<file path="src/inc/pcr_pkg.sv">
/*
  Package of the path and channel route decoder: node kinds, decoder
  states, address byte layout, error codes and reset values.
  Assumes a SystemVerilog tool; nothing here is imported anywhere.
*/
package pcr_pkg;

  // ****************************************************************
  // address byte layout
  // ****************************************************************
  localparam int          EXTEND_BIT    = 7;      // continuation flag
  localparam int          INDEX_MSB     = 6;      // top of hop-count field
  localparam int          INDEX_WIDTH   = 7;
  localparam logic [7:0]  BYTE_ACCEPT   = 8'h00;  // addressed to this node
  localparam logic [7:0]  BYTE_BAD      = 8'h80;  // zero index, extended

  // ****************************************************************
  // channel numbering
  // ****************************************************************
  localparam int           CHAN_WIDTH   = 14;
  localparam logic [13:0]  CHAN_TWO_MIN = 14'h0081; // least two-byte channel

  // ****************************************************************
  // ports, errors and reset values
  // ****************************************************************
  localparam int          PORT_WIDTH    = 7;
  localparam logic [6:0]  PORT_ONE      = 7'h01;
  localparam logic [6:0]  PORT_TWO      = 7'h02;
  localparam int          PORTS_MIN     = 4;
  localparam int          PORTS_MAX     = 126;
  localparam int          CODE_WIDTH    = 4;
  localparam logic [3:0]  CODE_NONE     = 4'h0;
  localparam logic [3:0]  CODE_FRAME_REJECT = 4'h9;
  localparam logic [7:0]  RESET_BYTE    = 8'h00;
  localparam logic [6:0]  RESET_PORT    = 7'h00;
  localparam logic [13:0] RESET_CHAN    = 14'h0000;

  // ****************************************************************
  // node kinds and decoder states
  // ****************************************************************
  typedef enum logic [1:0] {
    NODE_SINGLE = 2'h0,
    NODE_DUAL   = 2'h1,
    NODE_SWITCH = 2'h2
  } pcr_node_type;

  typedef enum logic [1:0] {
    ST_PATH,
    ST_CHAN1,
    ST_CHAN2,
    ST_DONE
  } pcr_state_type;

endpackage

</file>
<file path="src/core/pcr_route_decoder.sv">
/*
  Route decoder for inbound frames: reads the address bytes of one
  frame, one byte per enabled cycle, and decides to accept the frame
  (with its channel number), forward it (with output port and the new
  first path byte) or reject it and invoke link error recovery.
  Assumes the receiver marks each frame with frameStart, presents the
  address bytes in order with byteValid, and marks the end with
  frameEnd. All inputs except resetn, which is asynchronous, are synchronous to sys_clk.
*/
// Function
// - invalid path raises recovery with frame-reject code
// - single port accepts 00h, then decodes channel
// - single port rejects nonzero first path byte
// - single port always reports port one
// - dual accepts 00h, else decrements a nonzero index and forwards
// - dual port rejects first byte 80h
// - dual port reports port one or two
// - switch has even port count 4 to 126
// - switch accepts zero first byte from any port
// - direct scheme forwards to indexed port, deletes byte
// - index above port count forwards to paired port
// - paired scheme keeps byte, subtracts ports plus one
// - switch rejects first byte 80h
// - switch rejects direct index with flag clear
// - switch rejects direct index equal to input port
// - order: accept, paired, rejects, direct forward
// - switch ports numbered one through port count
// - one-byte channels 0-127, two-byte 129-16383
// - channel byte 80h or malformed selector rejects
// - set flag continues component, clear flag ends
// - hop-count field is seven-bit unsigned

`timescale 1ns/1ps
`default_nettype none

module pcr_route_decoder #(
  parameter int PORT_COUNT = 4    // switch port count
) (
  // clock and reset
  input  wire logic        sys_clk,
  input  wire logic        resetn,
  // configuration
  input  wire logic [1:0]  nodeKind,
  input  wire logic [6:0]  inPort,
  // address byte stream from the port receiver
  input  wire logic        frameStart,
  input  wire logic        byteValid,
  input  wire logic [7:0]  byteData,
  input  wire logic        frameEnd,
  // internal acceptance
  output logic             acceptValid,
  output logic [13:0]      channelNum,
  // forwarding
  output logic             forwardValid,
  output logic [6:0]       outPort,
  output logic [7:0]       hopByte,
  output logic             deleteHop,
  // rejection and link error recovery
  output logic             rejectValid,
  output logic             link_error_recovery,
  output logic [3:0]       recvErrorCode,
  // port number for error reporting
  output logic [6:0]       reportPort
);

  // ****************************************************************
  // elaboration checks
  // ****************************************************************

  // switch port count must be even and within range
  if ((PORT_COUNT < pcr_pkg::PORTS_MIN) ||
      (PORT_COUNT > pcr_pkg::PORTS_MAX) ||
      (PORT_COUNT % 2 != 0)) begin : gen_bad_ports
    $error("port count must be even and from 4 through 126");
  end

  localparam logic [6:0] PORTS    = 7'(PORT_COUNT);
  localparam logic [6:0] PORTS_P1 = 7'(PORT_COUNT + 1);

  // ****************************************************************
  // helpers
  // ****************************************************************

  // partner of a port in the odd/even pairing
  function automatic logic [6:0] pairedPort(input logic [6:0] p);
    pairedPort = p[0] ? 7'(p + 7'h01) : 7'(p - 7'h01);
  endfunction

  // continuation flag of an address byte
  function automatic logic extendOf(input logic [7:0] b);
    extendOf = b[pcr_pkg::EXTEND_BIT];
  endfunction

  // hop-count field of an address byte
  function automatic logic [6:0] indexOf(input logic [7:0] b);
    indexOf = b[pcr_pkg::INDEX_MSB:0];
  endfunction

  // ****************************************************************
  // path decision for the first path byte
  // ****************************************************************

  logic       pathAccept;
  logic       pathForward;
  logic       pathReject;
  logic [6:0] fwdPort;
  logic [7:0] fwdByte;
  logic       fwdDelete;
  logic [6:0] byteIndex;

  assign byteIndex = indexOf(byteData);

  // decide per node kind what the first path byte means
  always_comb begin
    pathAccept  = 1'b0;
    pathForward = 1'b0;
    pathReject  = 1'b0;
    fwdPort     = pcr_pkg::RESET_PORT;
    fwdByte     = byteData;
    fwdDelete   = 1'b0;
    unique case (pcr_pkg::pcr_node_type'(nodeKind))
      pcr_pkg::NODE_SINGLE: begin
        if (byteData == pcr_pkg::BYTE_ACCEPT) begin
          pathAccept = 1'b1;
        end else begin
          pathReject = 1'b1;
        end
      end
      pcr_pkg::NODE_DUAL: begin
        if (byteData == pcr_pkg::BYTE_ACCEPT) begin
          pathAccept = 1'b1;
        end else if (byteIndex != 7'h00) begin
          pathForward = 1'b1;
          fwdByte = {extendOf(byteData), 7'(byteIndex - 7'h01)};
          fwdPort = (inPort == pcr_pkg::PORT_ONE) ?
                    pcr_pkg::PORT_TWO : pcr_pkg::PORT_ONE;
        end else begin
          pathReject = 1'b1;
        end
      end
      pcr_pkg::NODE_SWITCH: begin
        // tested strictly in this order
        if (byteData == pcr_pkg::BYTE_ACCEPT) begin
          pathAccept = 1'b1;
        end else if (byteIndex > PORTS) begin
          pathForward = 1'b1;
          fwdPort = pairedPort(inPort);
          fwdByte = {extendOf(byteData),
                     7'(byteIndex - PORTS_P1)};
        end else if (byteData == pcr_pkg::BYTE_BAD) begin
          pathReject = 1'b1;
        end else if (!extendOf(byteData)) begin
          pathReject = 1'b1;
        end else if (byteIndex == inPort) begin
          pathReject = 1'b1;
        end else begin
          pathForward = 1'b1;
          fwdPort   = byteIndex;
          fwdDelete = 1'b1;
        end
      end
      default: begin
        pathReject = 1'b1;  // unused node code: nothing is valid
      end
    endcase
  end

  // ****************************************************************
  // decoder state
  // ****************************************************************

  pcr_pkg::pcr_state_type stateReg;
  pcr_pkg::pcr_state_type stateNext;
  logic [6:0]             chanHighReg;
  logic                   takeByte;
  logic                   chanOk1;
  logic                   chanOk2;
  logic                   chanEnd1;
  logic [13:0]            chanTwo;

  // a start resets the walk and its byte counts as the first one
  assign takeByte = byteValid;

  // one-byte channel: 80h is malformed, flag clear ends selector
  assign chanEnd1 = !extendOf(byteData);
  assign chanOk1  = (byteData != pcr_pkg::BYTE_BAD);

  // two-byte channel number and its validity
  assign chanTwo = {chanHighReg, byteIndex};
  assign chanOk2 = !extendOf(byteData) &&
                   (chanTwo >= pcr_pkg::CHAN_TWO_MIN);

  // next state of the address walk
  always_comb begin
    stateNext = stateReg;
    if (frameStart) begin
      stateNext = pcr_pkg::ST_PATH;
    end
    unique case (frameStart ? pcr_pkg::ST_PATH : stateReg)
      pcr_pkg::ST_PATH: begin
        if (takeByte) begin
          stateNext = pathAccept ? pcr_pkg::ST_CHAN1 : pcr_pkg::ST_DONE;
        end
      end
      pcr_pkg::ST_CHAN1: begin
        if (takeByte) begin
          stateNext = (chanOk1 && !chanEnd1) ?
                      pcr_pkg::ST_CHAN2 : pcr_pkg::ST_DONE;
        end else if (frameEnd) begin
          stateNext = pcr_pkg::ST_DONE;
        end
      end
      pcr_pkg::ST_CHAN2: begin
        if (takeByte || frameEnd) begin
          stateNext = pcr_pkg::ST_DONE;
        end
      end
      pcr_pkg::ST_DONE: begin
        stateNext = pcr_pkg::ST_DONE;
      end
    endcase
  end

  // state register; done holds until the next frame start
  always_ff @(posedge sys_clk or negedge resetn) begin
    if (!resetn) begin
      stateReg <= pcr_pkg::ST_DONE;
    end else begin
      stateReg <= stateNext;
    end
  end

  // ****************************************************************
  // events of this cycle
  // ****************************************************************

  pcr_pkg::pcr_state_type stateNow;
  logic                   evAccept;
  logic                   evForward;
  logic                   evReject;
  logic [13:0]            evChan;

  assign stateNow = frameStart ? pcr_pkg::ST_PATH : stateReg;

  // classify the byte against the walk position
  always_comb begin
    evAccept  = 1'b0;
    evForward = 1'b0;
    evReject  = 1'b0;
    evChan    = pcr_pkg::RESET_CHAN;
    unique case (stateNow)
      pcr_pkg::ST_PATH: begin
        evForward = takeByte && pathForward;
        evReject  = takeByte && pathReject;
      end
      pcr_pkg::ST_CHAN1: begin
        if (takeByte) begin
          if (!chanOk1) begin
            evReject = 1'b1;
          end else if (chanEnd1) begin
            evAccept = 1'b1;
            evChan   = {7'h00, byteIndex};
          end
        end else if (frameEnd) begin
          evReject = 1'b1;  // frame ended without a channel
        end
      end
      pcr_pkg::ST_CHAN2: begin
        if (takeByte) begin
          evAccept = chanOk2;
          evReject = !chanOk2;
          evChan   = chanTwo;
        end else if (frameEnd) begin
          evReject = 1'b1;  // two-byte selector cut short
        end
      end
      pcr_pkg::ST_DONE: begin
        evAccept = 1'b0;
      end
    endcase
  end

  // ****************************************************************
  // registered results
  // ****************************************************************

  // high half of a two-byte channel selector
  always_ff @(posedge sys_clk or negedge resetn) begin
    if (!resetn) begin
      chanHighReg <= 7'h00;
    end else if (stateNow == pcr_pkg::ST_CHAN1 && takeByte) begin
      chanHighReg <= byteIndex;
    end
  end

  // acceptance pulse and channel number
  always_ff @(posedge sys_clk or negedge resetn) begin
    if (!resetn) begin
      acceptValid <= 1'b0;
      channelNum  <= pcr_pkg::RESET_CHAN;
    end else begin
      acceptValid <= evAccept;
      if (evAccept) begin
        channelNum <= evChan;
      end
    end
  end

  // forwarding pulse with port and rewritten first byte
  always_ff @(posedge sys_clk or negedge resetn) begin
    if (!resetn) begin
      forwardValid <= 1'b0;
      outPort      <= pcr_pkg::RESET_PORT;
      hopByte      <= pcr_pkg::RESET_BYTE;
      deleteHop    <= 1'b0;
    end else begin
      forwardValid <= evForward;
      if (evForward) begin
        outPort   <= fwdPort;
        hopByte   <= fwdByte;
        deleteHop <= fwdDelete;
      end
    end
  end

  // rejection pulse and recovery invocation with its code
  always_ff @(posedge sys_clk or negedge resetn) begin
    if (!resetn) begin
      rejectValid         <= 1'b0;
      link_error_recovery <= 1'b0;
      recvErrorCode       <= pcr_pkg::CODE_NONE;
    end else begin
      rejectValid         <= evReject;
      link_error_recovery <= evReject;
      if (evReject) begin
        recvErrorCode <= pcr_pkg::CODE_FRAME_REJECT;
      end
    end
  end

  // port number for error reporting and configuration
  always_ff @(posedge sys_clk or negedge resetn) begin
    if (!resetn) begin
      reportPort <= pcr_pkg::PORT_ONE;
    end else begin
      unique case (pcr_pkg::pcr_node_type'(nodeKind))
        pcr_pkg::NODE_SINGLE: reportPort <= pcr_pkg::PORT_ONE;
        pcr_pkg::NODE_DUAL: begin
          reportPort <= (inPort == pcr_pkg::PORT_TWO) ?
                        pcr_pkg::PORT_TWO : pcr_pkg::PORT_ONE;
        end
        pcr_pkg::NODE_SWITCH: reportPort <= inPort;
        default: reportPort <= pcr_pkg::PORT_ONE;
      endcase
    end
  end

endmodule

`default_nettype wire

</file>
<file path="config.mk">
export PLATFORM = sky130hd
export DESIGN_NAME = pcr_route_decoder
export DESIGN_NICKNAME = d
export VERILOG_FILES = /design/src/inc/pcr_pkg.sv /design/src/core/pcr_route_decoder.sv
export SDC_FILE = /design/constraint.sdc
export NUM_CORES = 1
export LEC_CHECK = 0
export ABC_AREA = 1
export BUFFER_PORTS_ARGS = -buffer_cell sky130_fd_sc_hd__buf_2
export CORE_MARGIN = 8
export CORE_UTILIZATION = 25
export CTS_CLUSTER_DIAMETER = 50
export DETAILED_ROUTE_END_ITERATION = 10
export HOLD_SLACK_MARGIN = 0.03
export SLEW_MARGIN = 20
export SYNTH_ARGS = -nofsm -noshare
export SYNTH_HDL_FRONTEND = slang
export SYNTH_SLANG_ARGS = --single-unit
</file>
<file path="constraint.sdc">
create_clock -name sys_clk -period 2 [get_ports sys_clk]
set_clock_uncertainty 0.2 [all_clocks]
set_input_delay 0.2 -clock sys_clk [delete_from_list [all_inputs] [get_ports sys_clk]]
set_output_delay 0.2 -clock sys_clk [all_outputs]
set_load 0.005 [all_outputs]
</file>
* Yosys cells after proc, flatten, opt, wreduce, memory -nomap -nowiden
Index checks and enable logic that the tools add are counted.
Cells by class: $add $sub $neg 4, $mul 0, divide/modulo/power cells 0, order comparisons 2, equal/unequal tests 10, shifts and indexed selects 0, muxes and demuxes 63, bitwise logic cells 0, reduce and logical (&&, ||, !) cells 13
Operators by type and width (count):
- $mux 7 | 13
- $pmux 7 s2 | 3
- $mux 1 | 30
- $pmux 14 s2 | 1
- $mux 2 | 10
- $ge 14x8->1 const B | 1
- $mux 14 | 1
- $sub 7x1->7 const B | 2
- $eq 8x8->1 const B | 1
- $logic_not 8->1 | 1
- $ne 8x8->1 const B | 1
- $pmux 2 s4 | 1
- $add 7x1->7 const B | 1
- $eq 7x1->1 const B | 1
- $eq 7x2->1 const B | 1
- $eq 7x7->1 | 1
- $gt 7x3->1 const B | 1
- $reduce_bool 7->1 | 1
- $sub 7x3->7 const B | 1
- $eq 2x2->1 const B | 3
- $pmux 1 s3 | 2
- $logic_and 1x1->1 | 5
- $eq 2x1->1 const B | 2
- $logic_not 2->1 | 2
- other kinds (4) | 6
Word-level totals: register bits 50, latch bits 0, memory bits (writable) 0, memory bits (read-only) 0, memories kept 0

* Logic depth before layout (Yosys ltp)
Gate-level depths: netlist of run 1.
depth in word-level cells 9, gate-level depth with buffers 14, depth with buffers taken out 14

* Least setup slack after synthesis of run 1
OpenSTA, ideal clock, no wires.
kind flip-flop to flip-flop, from register stateReg[0], to register channelNum[0], arrival time 1518 ps, required time 1683 ps, setup slack 165 ps, cell stages (with the launch flop) 9, path buffers 0, period minus slack after synthesis 1835 ps, cell sequence dfstp_2 > nand2_1 > ha_1 > nand2_1 > inv_1 > a31oi_1 > nor2_1 > nand2_1 > nand2_1
On the way: longest elaborated chain between the ends 3, elaborated cells between the ends (all ways) 5
RTL lines:
- from (decl) | RTL line pcr_route_decoder.sv:172 | pcr_pkg::pcr_state_type stateReg;
- from (signal assigned) | RTL line pcr_route_decoder.sv:227 | stateReg <= pcr_pkg::ST_DONE;
- from (signal assigned) | RTL line pcr_route_decoder.sv:229 | stateReg <= stateNext;
- $mux 2 * | RTL line pcr_route_decoder.sv:243 | assign stateNow = frameStart ? pcr_pkg::ST_PATH : stateReg;
- $eq 2x2->1 / $eq 2x1->1 (equally long branches) | RTL line pcr_route_decoder.sv:251 | unique case (stateNow)
- $pmux 14 s2 / $pmux 1 s2 (equally long branches) | RTL line pcr_route_decoder.sv:251
- to (signal assigned) | RTL line pcr_route_decoder.sv:300 | channelNum <= pcr_pkg::RESET_CHAN;
- to (signal assigned) | RTL line pcr_route_decoder.sv:304 | channelNum <= evChan;
- to (decl) | RTL line pcr_route_decoder.sv:52 | output logic [13:0] channelNum,
Every way passes the cells marked *; elsewhere a longest branch is shown, timed or not. A chain may end at the register's enable or synchronous reset.

* Worst setup path after layout of run 1
from input port inPort[6], to register outPort[1]
On the way: longest elaborated chain between the ends 9, elaborated cells between the ends (all ways) 19
RTL lines:
- from (decl) | RTL line pcr_route_decoder.sv:44 | input wire logic [6:0] inPort,
- $eq 7x7->1 | RTL line pcr_route_decoder.sv:154 | end else if (byteIndex == inPort) begin
- $mux 1 | RTL line pcr_route_decoder.sv:154
- $mux 1 | RTL line pcr_route_decoder.sv:152 | end else if (!extendOf(byteData)) begin
- $mux 1 | RTL line pcr_route_decoder.sv:150 | end else if (byteData == pcr_pkg::BYTE_BAD) begin
- $mux 1 | RTL line pcr_route_decoder.sv:145 | end else if (byteIndex > PORTS) begin
- $mux 1 | RTL line pcr_route_decoder.sv:143 | if (byteData == pcr_pkg::BYTE_ACCEPT) begin
- $pmux 1 s2 | RTL line pcr_route_decoder.sv:121 | unique case (pcr_pkg::pcr_node_type'(nodeKind))
- $logic_and 1x1->1 | RTL line pcr_route_decoder.sv:253 | evForward = takeByte && pathForward;
- $mux 1 | RTL line pcr_route_decoder.sv:251
- to (signal assigned) | RTL line pcr_route_decoder.sv:313 | outPort <= pcr_pkg::RESET_PORT;
- to (signal assigned) | RTL line pcr_route_decoder.sv:319 | outPort <= fwdPort;
- to (decl) | RTL line pcr_route_decoder.sv:55 | output logic [6:0] outPort,
Several ways; a longest one is shown, not always the timed one.

==> results.toml, run 1 <==
[clock_tree]
root_buffer = "clkbuf_16"
cts_tree = "yes"
htree_num_levels = 2
cts_buffer_depth = 2
cts_buffers = 5
clkTransAtPathRegs_ns = 0.07
clkLatencyLatePin_ns = 0.29
clkSinkCount = 50

[cells_and_area]
finish.instance_area_sq_um = 4120
drive_above_1_share = 0.263
final.fill_count = 1312
diodes = 0
multiInputGateArea_sq_um = 1600
area_growth_syn_to_layout_pct = 32.8
nNetsFinal = 565
register_area_sq_um = 1250

[worst_setup_path]
critical-path-max-stage-delay_ns = 0.63
cp-end-kind = "flip-flop"
start_kind = "primary input"
crit_family = "buffers and inverters"
crit_fanout = 6
crit_required_ns = 2.03
cpMostUsedCell = "nand2_1"
crit_type = "in2reg"
crit_chain = "dlygate4sd3_1, inv_1, nand2_1, nand2_1, nand3_2, o21bai_4, nand2_4, nand2_4, nand2_4, nand2_8, clkbuf_16, nand2_1, nand2_1"
crit_arrival_ns = 1.94
path_buf_inv = 3
crit_slowest_cell = "dlygate4sd3_1"

[detailed_routing]
drt_first_pass_iters = 4
wl_per_cell_um = 13.9
detail-route-antenna-nets = 0
vias_per_cell = 4.43
drt_wl_total_um = 9710
drcViolationCount = 0
route.vias.total = 3100
drt_iter0_drc = 176

[sta]
worst_pin_slew_ns = 0.647
min_period_ns = 1.90
finalHoldViolations = 0
period_share = 0.952
slew_violations = 0
fmax_mhz = 525
fin_tns_setup_ns = 0
finalSetupViolCount = 0
slew_headroom = 0.569

[yosys]
ys_ff_latch = 50
synthFlopType = "dfrtp_1"
async_flop_share = 1.00
yosysSeqAreaShare = 0.405
ys_top_cells_by_area = "dfrtp_1 (38%), nand2_1 (19%), nor2_1 (5.1%), ha_1 (4.8%), inv_1 (4.8%)"
synth_most_common_cell = "nand2_1"
yosys_warnings = 0
synth_top_cell_by_area = "dfrtp_1"
synth_area_sq_um = 3100
synth.distinct_cells = 36
postSynthAreaPerCell_sq_um = 7.13
synthTopCellsByCount = "nand2_1 (161), dfrtp_1 (47), nor2_1 (42)"
syn_inst = 435
synth_top_area_frac = 0.379
synth_edf_count = 0

[floorplan]
start_util = 0.257
die_area_sq_um = 16200
dieWidth_um = 127
rows = 40
core_sq_um = 12100
io_pins = 67
fp.dieH_um = 127

[worst_hold_path]
hp-class = "in2reg"

[power]
power_density_nw_per_um2 = 838
power.leakage_nw = 2.27
irDropWorstVdd_v = 0.000357
power.total_mw = 3.45

[global_route]
grt_pass1_vias = 3088
grt_usage = 0.121
antenna_found_initial = 0
grt_max_degree = 51
overflow = 0
grt_pass1_wl_um = 15900

[placement]
io_buffer_count = 64
place_area_sq_um = 3800
hpwl_um = 7610
gp_congestion = 0.923

[flow_run]
cap_violations = 0

[status]
status = "completed"
timing repair:
| item | in CTS | in global routing |
|---|---|---|
| endpoints found under the setup margin | 0 | 26 |
| buffers inserted | 0 | 2 |
| gates resized for setup | 0 | 17 |
| hold buffers | 7 | 0 |
| hold endpoints to repair | 53 | 0 |
sequential cells by signal, indices dropped and copies added, names as in the netlist:
name and count:
stateReg 2, chanHighReg 7, recvErrorCode 1, link_error_recovery 1
forwardValid 1, acceptValid 1, hopByte 8, channelNum 14
outPort 7, reportPort 7, deleteHop 1
area by class of cell:
type                    count  share of cell area
well taps                 168              0.0510
multi-input cells         324               0.389
inverters                  47              0.0440
flip-flops and latches     50               0.305
clock inverters             2             0.00911
clock buffers               6              0.0313
repair buffers            103               0.170
worst reg2reg max path, delay by kind of cell (launching register included):
| kind | cells | cell delay [ns] |
|---|---|---|
| DFF | 1 | 0.52 |
| adders and majority gates | 1 | 0.22 |
| and+or+nand+nor | 5 | 0.40 |
| buffers and inverters | 3 | 0.38 |
| AOI/OAI and AO/OA | 1 | 0.05 |
metal layers:
metal / vias to the layer above / GRT usage / wire [um]
met3: 9 / 0.0225 / 437
li1: 1557 / - / -
met1: 1450 / 0.160 / 4820
met4: 0 / 0.0504 / 180
met5: - / 0 / 0
met2: 84 / 0.190 / 4270
worst paths after layout:
kind | startpoint | endpoint | slack, ns | cells past startpoint
setup reg to reg | stateReg[1] | channelNum[1] | 0.18 | 10
min in group asynchronous | resetn | channelNum[4] | 0.35 | 3
hold reg to reg | outPort[0] | outPort[0] | 0.28 | 2
setup / recovery | inPort[6] | outPort[1] | 0.1 | 13
max in group asynchronous | resetn | outPort[1] | 0.81 | 3
hold / removal | byteData[7] | hopByte[7] | 0.08 | 3
stage by stage:
| step | worst slack [ns] | std cells | hold WS [ns] | utilization |
|---|---|---|---|---|
| after floorplan | 0.165 | 436 | -0.296 | - |
| after global placement | 0.0322 | 684 | 0.151 | 0.315 |
| after detailed placement | 0.000971 | 684 | 0.168 | 0.315 |
| after CTS | 0.00957 | 699 | 0.0797 | 0.334 |
| after global routing | -0.00592 | 700 | 0.100 | 0.341 |
| final | 0.0960 | 700 | 0.0806 | 0.341 |
cell families (layout without fill, tap and decap cells):
logic type,count (synthesis),count (layout),share of synthesized area
xor gates and xnor gates,3,3,0.00848
and+or+nand+nor,245,245,0.324
DFF,50,50,0.405
adders and majority gates,12,12,0.0484
AOI/OAI and AO/OA,62,62,0.121
other,1,2,0.00121
buffers and inverters,62,158,0.0916
layout by cell type (no fill, tap or decap), types with 2 or more instances in the layout:
master / count
ha_1: 11
inv_2: 6
clkbuf_16: 6
buf_4: 30
conb_1: 2
o21ai_2: 7
nand2_1: 160
a21oi_1: 14
nand3_1: 19
dfrtp_1: 47
nor3_1: 5
nand2_2: 6
dlygate4sd3_1: 5
nand4_1: 3
nand2_4: 3
nor2_1: 40
buf_2: 61
nand3_2: 2
dfstp_2: 3
xor2_1: 3
o211ai_1: 2
buf_12: 3
dlymetal6s4s_1: 2
inv_1: 40
nor2_2: 4
o21ai_0: 30
report_power, final:
part           total [mW]  switching (mW)  leakage, nW  internal, mW
clock               0.979           0.388       0.0771         0.591
sequential           1.43           0.153        0.653          1.28
combinational        1.04           0.587         1.54         0.451
(Power assumes the default switching activity.)
==> run 2, diff against run 1 <==
--- a/config.mk
+++ b/config.mk
@@ -12,6 +12,7 @@
 export CTS_CLUSTER_DIAMETER = 50
 export DETAILED_ROUTE_END_ITERATION = 10
 export HOLD_SLACK_MARGIN = 0.03
+export SETUP_SLACK_MARGIN = 0.3
 export SLEW_MARGIN = 20
 export SYNTH_ARGS = -nofsm -noshare
 export SYNTH_HDL_FRONTEND = slang
==> results.toml, run 2 (synthesis gave the netlist of run 1 again) <==
[cells_and_area]
drive_above_1_share = 0.341
final_common_cell = "nand2_1"
nNetsFinal = 573
largestRegisters = "channelNum (14), hopByte (8)"
largest-register = "channelNum"
diodes = 0
largest_register_ffs = 14
utilization = 0.365
final.fill_count = 1274
final_cell_mix = "nand2_1 (148), buf_2 (63), dfrtp_1 (47), inv_1 (34), buf_4 (32)"
area_growth_syn_to_layout_pct = 41.8

[floorplan]
core_sq_um = 12100
rows = 40
dieWidth_um = 127
start_util = 0.257
die_area_sq_um = 16200
fp.dieH_um = 127
io_pins = 67

[power]
switching_power_mw = 1.21
share_comb_of_total_power = 0.329
power_frac_clock = 0.273
power.leakage_nw = 2.32
p_int_mw = 2.43
power_density_nw_per_um2 = 827
seqPwrFrac = 0.398
irDropWorstVdd_v = 0.000362
swShare = 0.333

[clock_tree]
cts_buffer_depth = 2
clkTransAtPathRegs_ns = 0.07
cts_tree = "yes"
clkSinkCount = 50
cts_buffers = 5
clkLatencyLatePin_ns = 0.29
root_buffer = "clkbuf_16"
htree_num_levels = 2

[placement]
gp_congestion = 0.873
hpwl_um = 7530
io_buffer_count = 64

[sta]
finalSetupViolCount = 0
finalHoldViolations = 0
whs_ns = 0.0804
rsz0062_at_grt = "true"
slew_violations = 0
min_period_ns = 1.70
period_share = 0.849
fmax_mhz = 589

[detailed_routing]
drt_first_pass_iters = 4
route.vias.total = 3117
detail-route-antenna-nets = 0
vias_per_cell = 4.40
drt_wl_total_um = 9780
drcViolationCount = 0
drt_iter0_drc = 171
wl_per_cell_um = 13.8

[global_route]
antenna_found_initial = 0
overflow = 0
grt_pass1_vias = 3129
grt_usage = 0.121
grt_max_degree = 51
grt_pass1_wl_um = 15900

[worst_setup_path]
crit_chain = "nand2_4, ha_4, nand2_2, inv_2, a31oi_4, buf_6, nor2_2, nand2_1, nand2_1"
crit_required_ns = 1.99
crit_family = "flip-flops"
cpMostUsedCell = "nand2_1"
critical-path-max-stage-delay_ns = 0.54
crit_slowest_cell = "dfstp_2"
crit_type = "reg2reg"
start_kind = "flip-flop"
crit_fanout = 7
path_buf_inv = 2
crit_arrival_ns = 1.69
cp-end-kind = "flip-flop"

[status]
status = "completed"

[worst_hold_path]
hp-class = "in2reg"

[flow_run]
cap_violations = 0
[run 2: cell types whose count changed in the layout (fill, tap and decap cells not counted), sizes merged]
| cell | change |
|---|---|
| buf | +7 |
| dlygate4sd3 | +2 |
| dlymetal6s4s | -2 |
| clkinvlp | +1 |
[run 2: layout make-up]
class | instances | area [sq um] | area share
Timing Repair Buffer | 111 | 790 | 0.180
Inverter | 47 | 196 | 0.0447
Clock buffer | 5 | 125 | 0.0285
Sequential cell | 50 | 1250 | 0.285
Tap cell | 168 | 210 | 0.0478
Clock inverter | 3 | 47.5 | 0.0108
Multi-Input combinational cell | 324 | 1770 | 0.403
[run 2: stage by stage]
stage | area, sq um | power, mW | worst slack, ns | TNS [ns] | instances
6_report | 4400 | 3.64 | 0.302 | 0 | 708
2_1_floorplan | 3150 | 2.03 | 0.246 | 0 | 436
4_1_cts | 4170 | 3.57 | 0.296 | 0 | 704
5_1_grt | 4400 | 3.91 | 0.245 | 0 | 708
3_3_place_gp | 3880 | 2.48 | 0.00610 | 0 | 688
3_5_place_dp | 3880 | 2.51 | -0.0321 | -0.0464 | 688
[run 2: layer usage]
metal	track usage	part of all wire	wire, um	vias to the layer above
li1	-	-	-	1575
met1	0.159	0.47	4630	1455
met2	0.191	0.46	4510	81
met3	0.0275	0.054	532	6
met4	0.0413	0.011	109	0
met5	0	0	0	-
[run 2: final timing paths]
check	depth (start not counted)	slack, ns	start	end
max	9	0.30	stateReg[0]	channelNum[0]
min	5	0.08	frameEnd	stateReg[1]
max reg2reg	9	0.30	stateReg[0]	channelNum[0]
min reg2reg	2	0.28	outPort[1]	outPort[1]
max in group asynchronous	3	1.08	resetn	reportPort[0]
min in group asynchronous	3	0.22	resetn	channelNum[3]
[run 2: worst min-delay path, stage by stage]
cell and delay, ns:
buf_2 0.09, o21ai_1 0.08, nand2_1 0.06, nand2_1 0.04, nand2_1 0.06
[run 2: timing repair]
action / CTS / global route
gates resized for setup: 13 / 43
pin swaps: 0 / 19
buffers inserted: 1 / 2
hold buffers: 7 / 0
endpoints found under the hold margin: 56 / 0
cloned: 0 / 2
setup endpoints to repair: 40 / 39
[run 2: power by group through the flow]
stage | logic (mW) | clock network (mW) | registers, mW
after floorplan | 0.574 | 0 | 1.45
after global placement | 1.03 | 0 | 1.45
after detailed placement | 1.04 | 0 | 1.46
after CTS | 1.09 | 1.03 | 1.45
after global routing | 1.36 | 1.06 | 1.49
final | 1.20 | 0.992 | 1.45
==> run 3, diff against run 2 <==
--- a/config.mk
+++ b/config.mk
@@ -5,7 +5,7 @@
 export SDC_FILE = /design/constraint.sdc
 export NUM_CORES = 1
 export LEC_CHECK = 0
-export ABC_AREA = 1
+export ABC_AREA = 0
 export BUFFER_PORTS_ARGS = -buffer_cell sky130_fd_sc_hd__buf_2
 export CORE_MARGIN = 8
 export CORE_UTILIZATION = 25
==> constraint.sdc (replaced) <==
create_clock -name sys_clk -period 1.6 [get_ports sys_clk]
set_clock_uncertainty 0.2 [all_clocks]
set_input_delay 0.16 -clock sys_clk [delete_from_list [all_inputs] [get_ports sys_clk]]
set_output_delay 0.16 -clock sys_clk [all_outputs]
set_load 0.005 [all_outputs]
==> results.toml, run 3 <==
[status]
status = "finished, violations left"
violations = "setup timing"

[worst_setup_path]
crit_slowest_cell = "or4_4"
crit_type = "in2reg"
cp-end-kind = "flip-flop"
crit_chain = "buf_6, or4_4, o21ai_4, nand2_2, o2111a_2, clkbuf_16, mux2_4"
crit_family = "simple AND/OR/NAND/NOR gates"
crit_fanout = 7
crit_arrival_ns = 1.95
r2r_cells = 10
path_buf_inv = 2
crit_required_ns = 1.58
start_kind = "primary input"
cp_num_cells = 7
critical-path-max-stage-delay_ns = 0.60

[cells_and_area]
largest_register_ffs = 14
largestRegisters = "channelNum (14), hopByte (8)"
largest-register = "channelNum"
final_common_cell = "buf_4"
nNetsFinal = 526
area_growth_syn_to_layout_pct = 66.3
utilization = 0.427
drive_above_1_share = 0.562
final_cell_mix = "buf_4 (88), buf_2 (59), dfrtp_1 (47), buf_6 (21), nand2_1 (19)"

[worst_hold_path]
hp-class = "in2reg"
holdPathStages = 5

[sta]
setup_ws_ns = -0.369
slew_violations = 0
finalSetupViolCount = 43
rsz0062_at_grt = "true"
period_share = 1.23
fin_tns_setup_ns = -12.20
finalHoldViolations = 0
min_period_ns = 1.97
fmax_mhz = 508

[detailed_routing]
route.vias.total = 3148
drt_wl_total_um = 10700
drt_first_pass_iters = 4
wl_per_cell_um = 16.1
drt_iter0_drc = 162
vias_per_cell = 4.76
drcViolationCount = 0
detail-route-antenna-nets = 0

[power]
irDropWorstVdd_v = 0.000413
power.total_mw = 5.15
power.leakage_nw = 2.42
switching_power_mw = 1.61
p_int_mw = 3.54
seqPwrFrac = 0.354
power_density_nw_per_um2 = 1000
power_frac_clock = 0.241
swShare = 0.313
share_comb_of_total_power = 0.405

[yosys]
synth_top_area_frac = 0.380
synth_top_cell_by_area = "dfrtp_1"
syn_inst = 329
synthFlopType = "dfrtp_1"
ys_top_cells_by_area = "dfrtp_1 (38%), ha_1 (4.9%), nand2_1 (4.7%), o21ai_0 (4.0%), mux2_2 (4.0%)"
yosysSeqAreaShare = 0.406
postSynthAreaPerCell_sq_um = 9.40
synth_most_common_cell = "dfrtp_1"
yosys_warnings = 0
async_flop_share = 1.00
synthTopCellsByCount = "dfrtp_1 (47), nand2_1 (39), o21ai_0 (25)"
synth.distinct_cells = 59
synth_area_sq_um = 3090
synth_edf_count = 0
ys_ff_latch = 50

[floorplan]
start_util = 0.257
die_area_sq_um = 16200
fp.dieH_um = 127
io_pins = 67
rows = 40
dieWidth_um = 127
core_sq_um = 12100

[clock_tree]
cts_tree = "yes"
clkLatencyLatePin_ns = 0.29
htree_num_levels = 2
clkTransAtPathRegs_ns = 0.07
root_buffer = "clkbuf_16"
cts_buffer_depth = 2
clkSinkCount = 50
cts_buffers = 5

[placement]
io_buffer_count = 64
gp_congestion = 0.884
hpwl_um = 7980

[global_route]
antenna_found_initial = 0
grt_usage = 0.134
overflow = 0
grt_max_degree = 30
grt_pass1_vias = 3285
grt_pass1_wl_um = 17300

[flow_run]
cap_violations = 0
-- run 3: path summary, 6_finish.rpt --
kind | endpoint | startpoint | slack (ns)
hold / removal | stateReg[1] | frameEnd | 0.07
min in group asynchronous | link_error_recovery | resetn | 0.20
max in group asynchronous | outPort[0] | resetn | 0.69
hold reg to reg | channelNum[3] | channelNum[3] | 0.29
setup reg to reg | channelNum[3] | stateReg[0] | -0.33
setup / recovery | outPort[1] | byteData[4] | -0.37
-- run 3: layout make-up --
class                   count  area, sq um
diodes                      1         2.50
repair buffers            180         1430
flip-flops and latches     50         1250
clock buffers               5          125
inverters                  19         76.3
fillers                  1170         6920
clock inverters             3         47.5
well taps                 168          210
multi-input cells         236         2000
-- run 3: metrics by stage --
step | area (sq um) | std cells | hold WS [ns] | worst slack [ns]
global route | 5140 | 661 | 0.0977 | -0.443
finish | 5140 | 662 | 0.0650 | -0.369
detailed placement | 4300 | 624 | -0.0224 | -0.719
floorplan | 3280 | 330 | -0.336 | -0.662
global placement | 4300 | 624 | -0.0247 | -0.734
CTS | 4990 | 655 | 0.0671 | -0.301
-- run 3: power by group through the flow --
stage | Sequential (mW) | Combinational [mW] | Clock [mW]
2_1_floorplan | 1.82 | 0.855 | 0
3_3_place_gp | 1.80 | 1.65 | 0
3_5_place_dp | 1.81 | 1.67 | 0
4_1_cts | 1.82 | 1.99 | 1.28
5_1_grt | 1.86 | 2.29 | 1.32
6_report | 1.82 | 2.09 | 1.24
-- run 3: worst register-to-register path: stages (launching register included) --
cell	delay, ns
dfstp_2	0.55
nand2b_4	0.08
buf_6	0.13
ha_4	0.15
nand3_2	0.06
o211ai_1	0.10
buf_4	0.17
buf_6	0.13
buf_12	0.15
nand2_2	0.06
o21ai_2	0.05
-- run 3: routing by layer --
metal | GRT usage | routed length [um] | vias up
li1 | - | - | 1482
met5 | 0 | 0 | -
met1 | 0.171 | 4710 | 1540
met4 | 0.0343 | 139 | 0
met2 | 0.221 | 5080 | 111
met3 | 0.0320 | 755 | 15
-- run 3: logic make-up after synthesis --
| kind of cell | synth area share |
|---|---|
| AO/OA/AOI/OAI | 0.176 |
| XOR/XNOR | 0.0340 |
| adder cells (fa/ha/maj) | 0.0485 |
| buffers and inverters | 0.0724 |
| flip-flops | 0.406 |
| multiplexers | 0.0869 |
| other | 0.00121 |
| AND/OR/NAND/NOR | 0.175 |
-- run 3: timing repair --
item	CTS	global route
pin swaps	25	11
buffers inserted	17	5
hold endpoints to repair	52	0
gates resized for setup	70	21
gates cloned	3	1
hold buffers	3	0
endpoints found under the setup margin	45	45
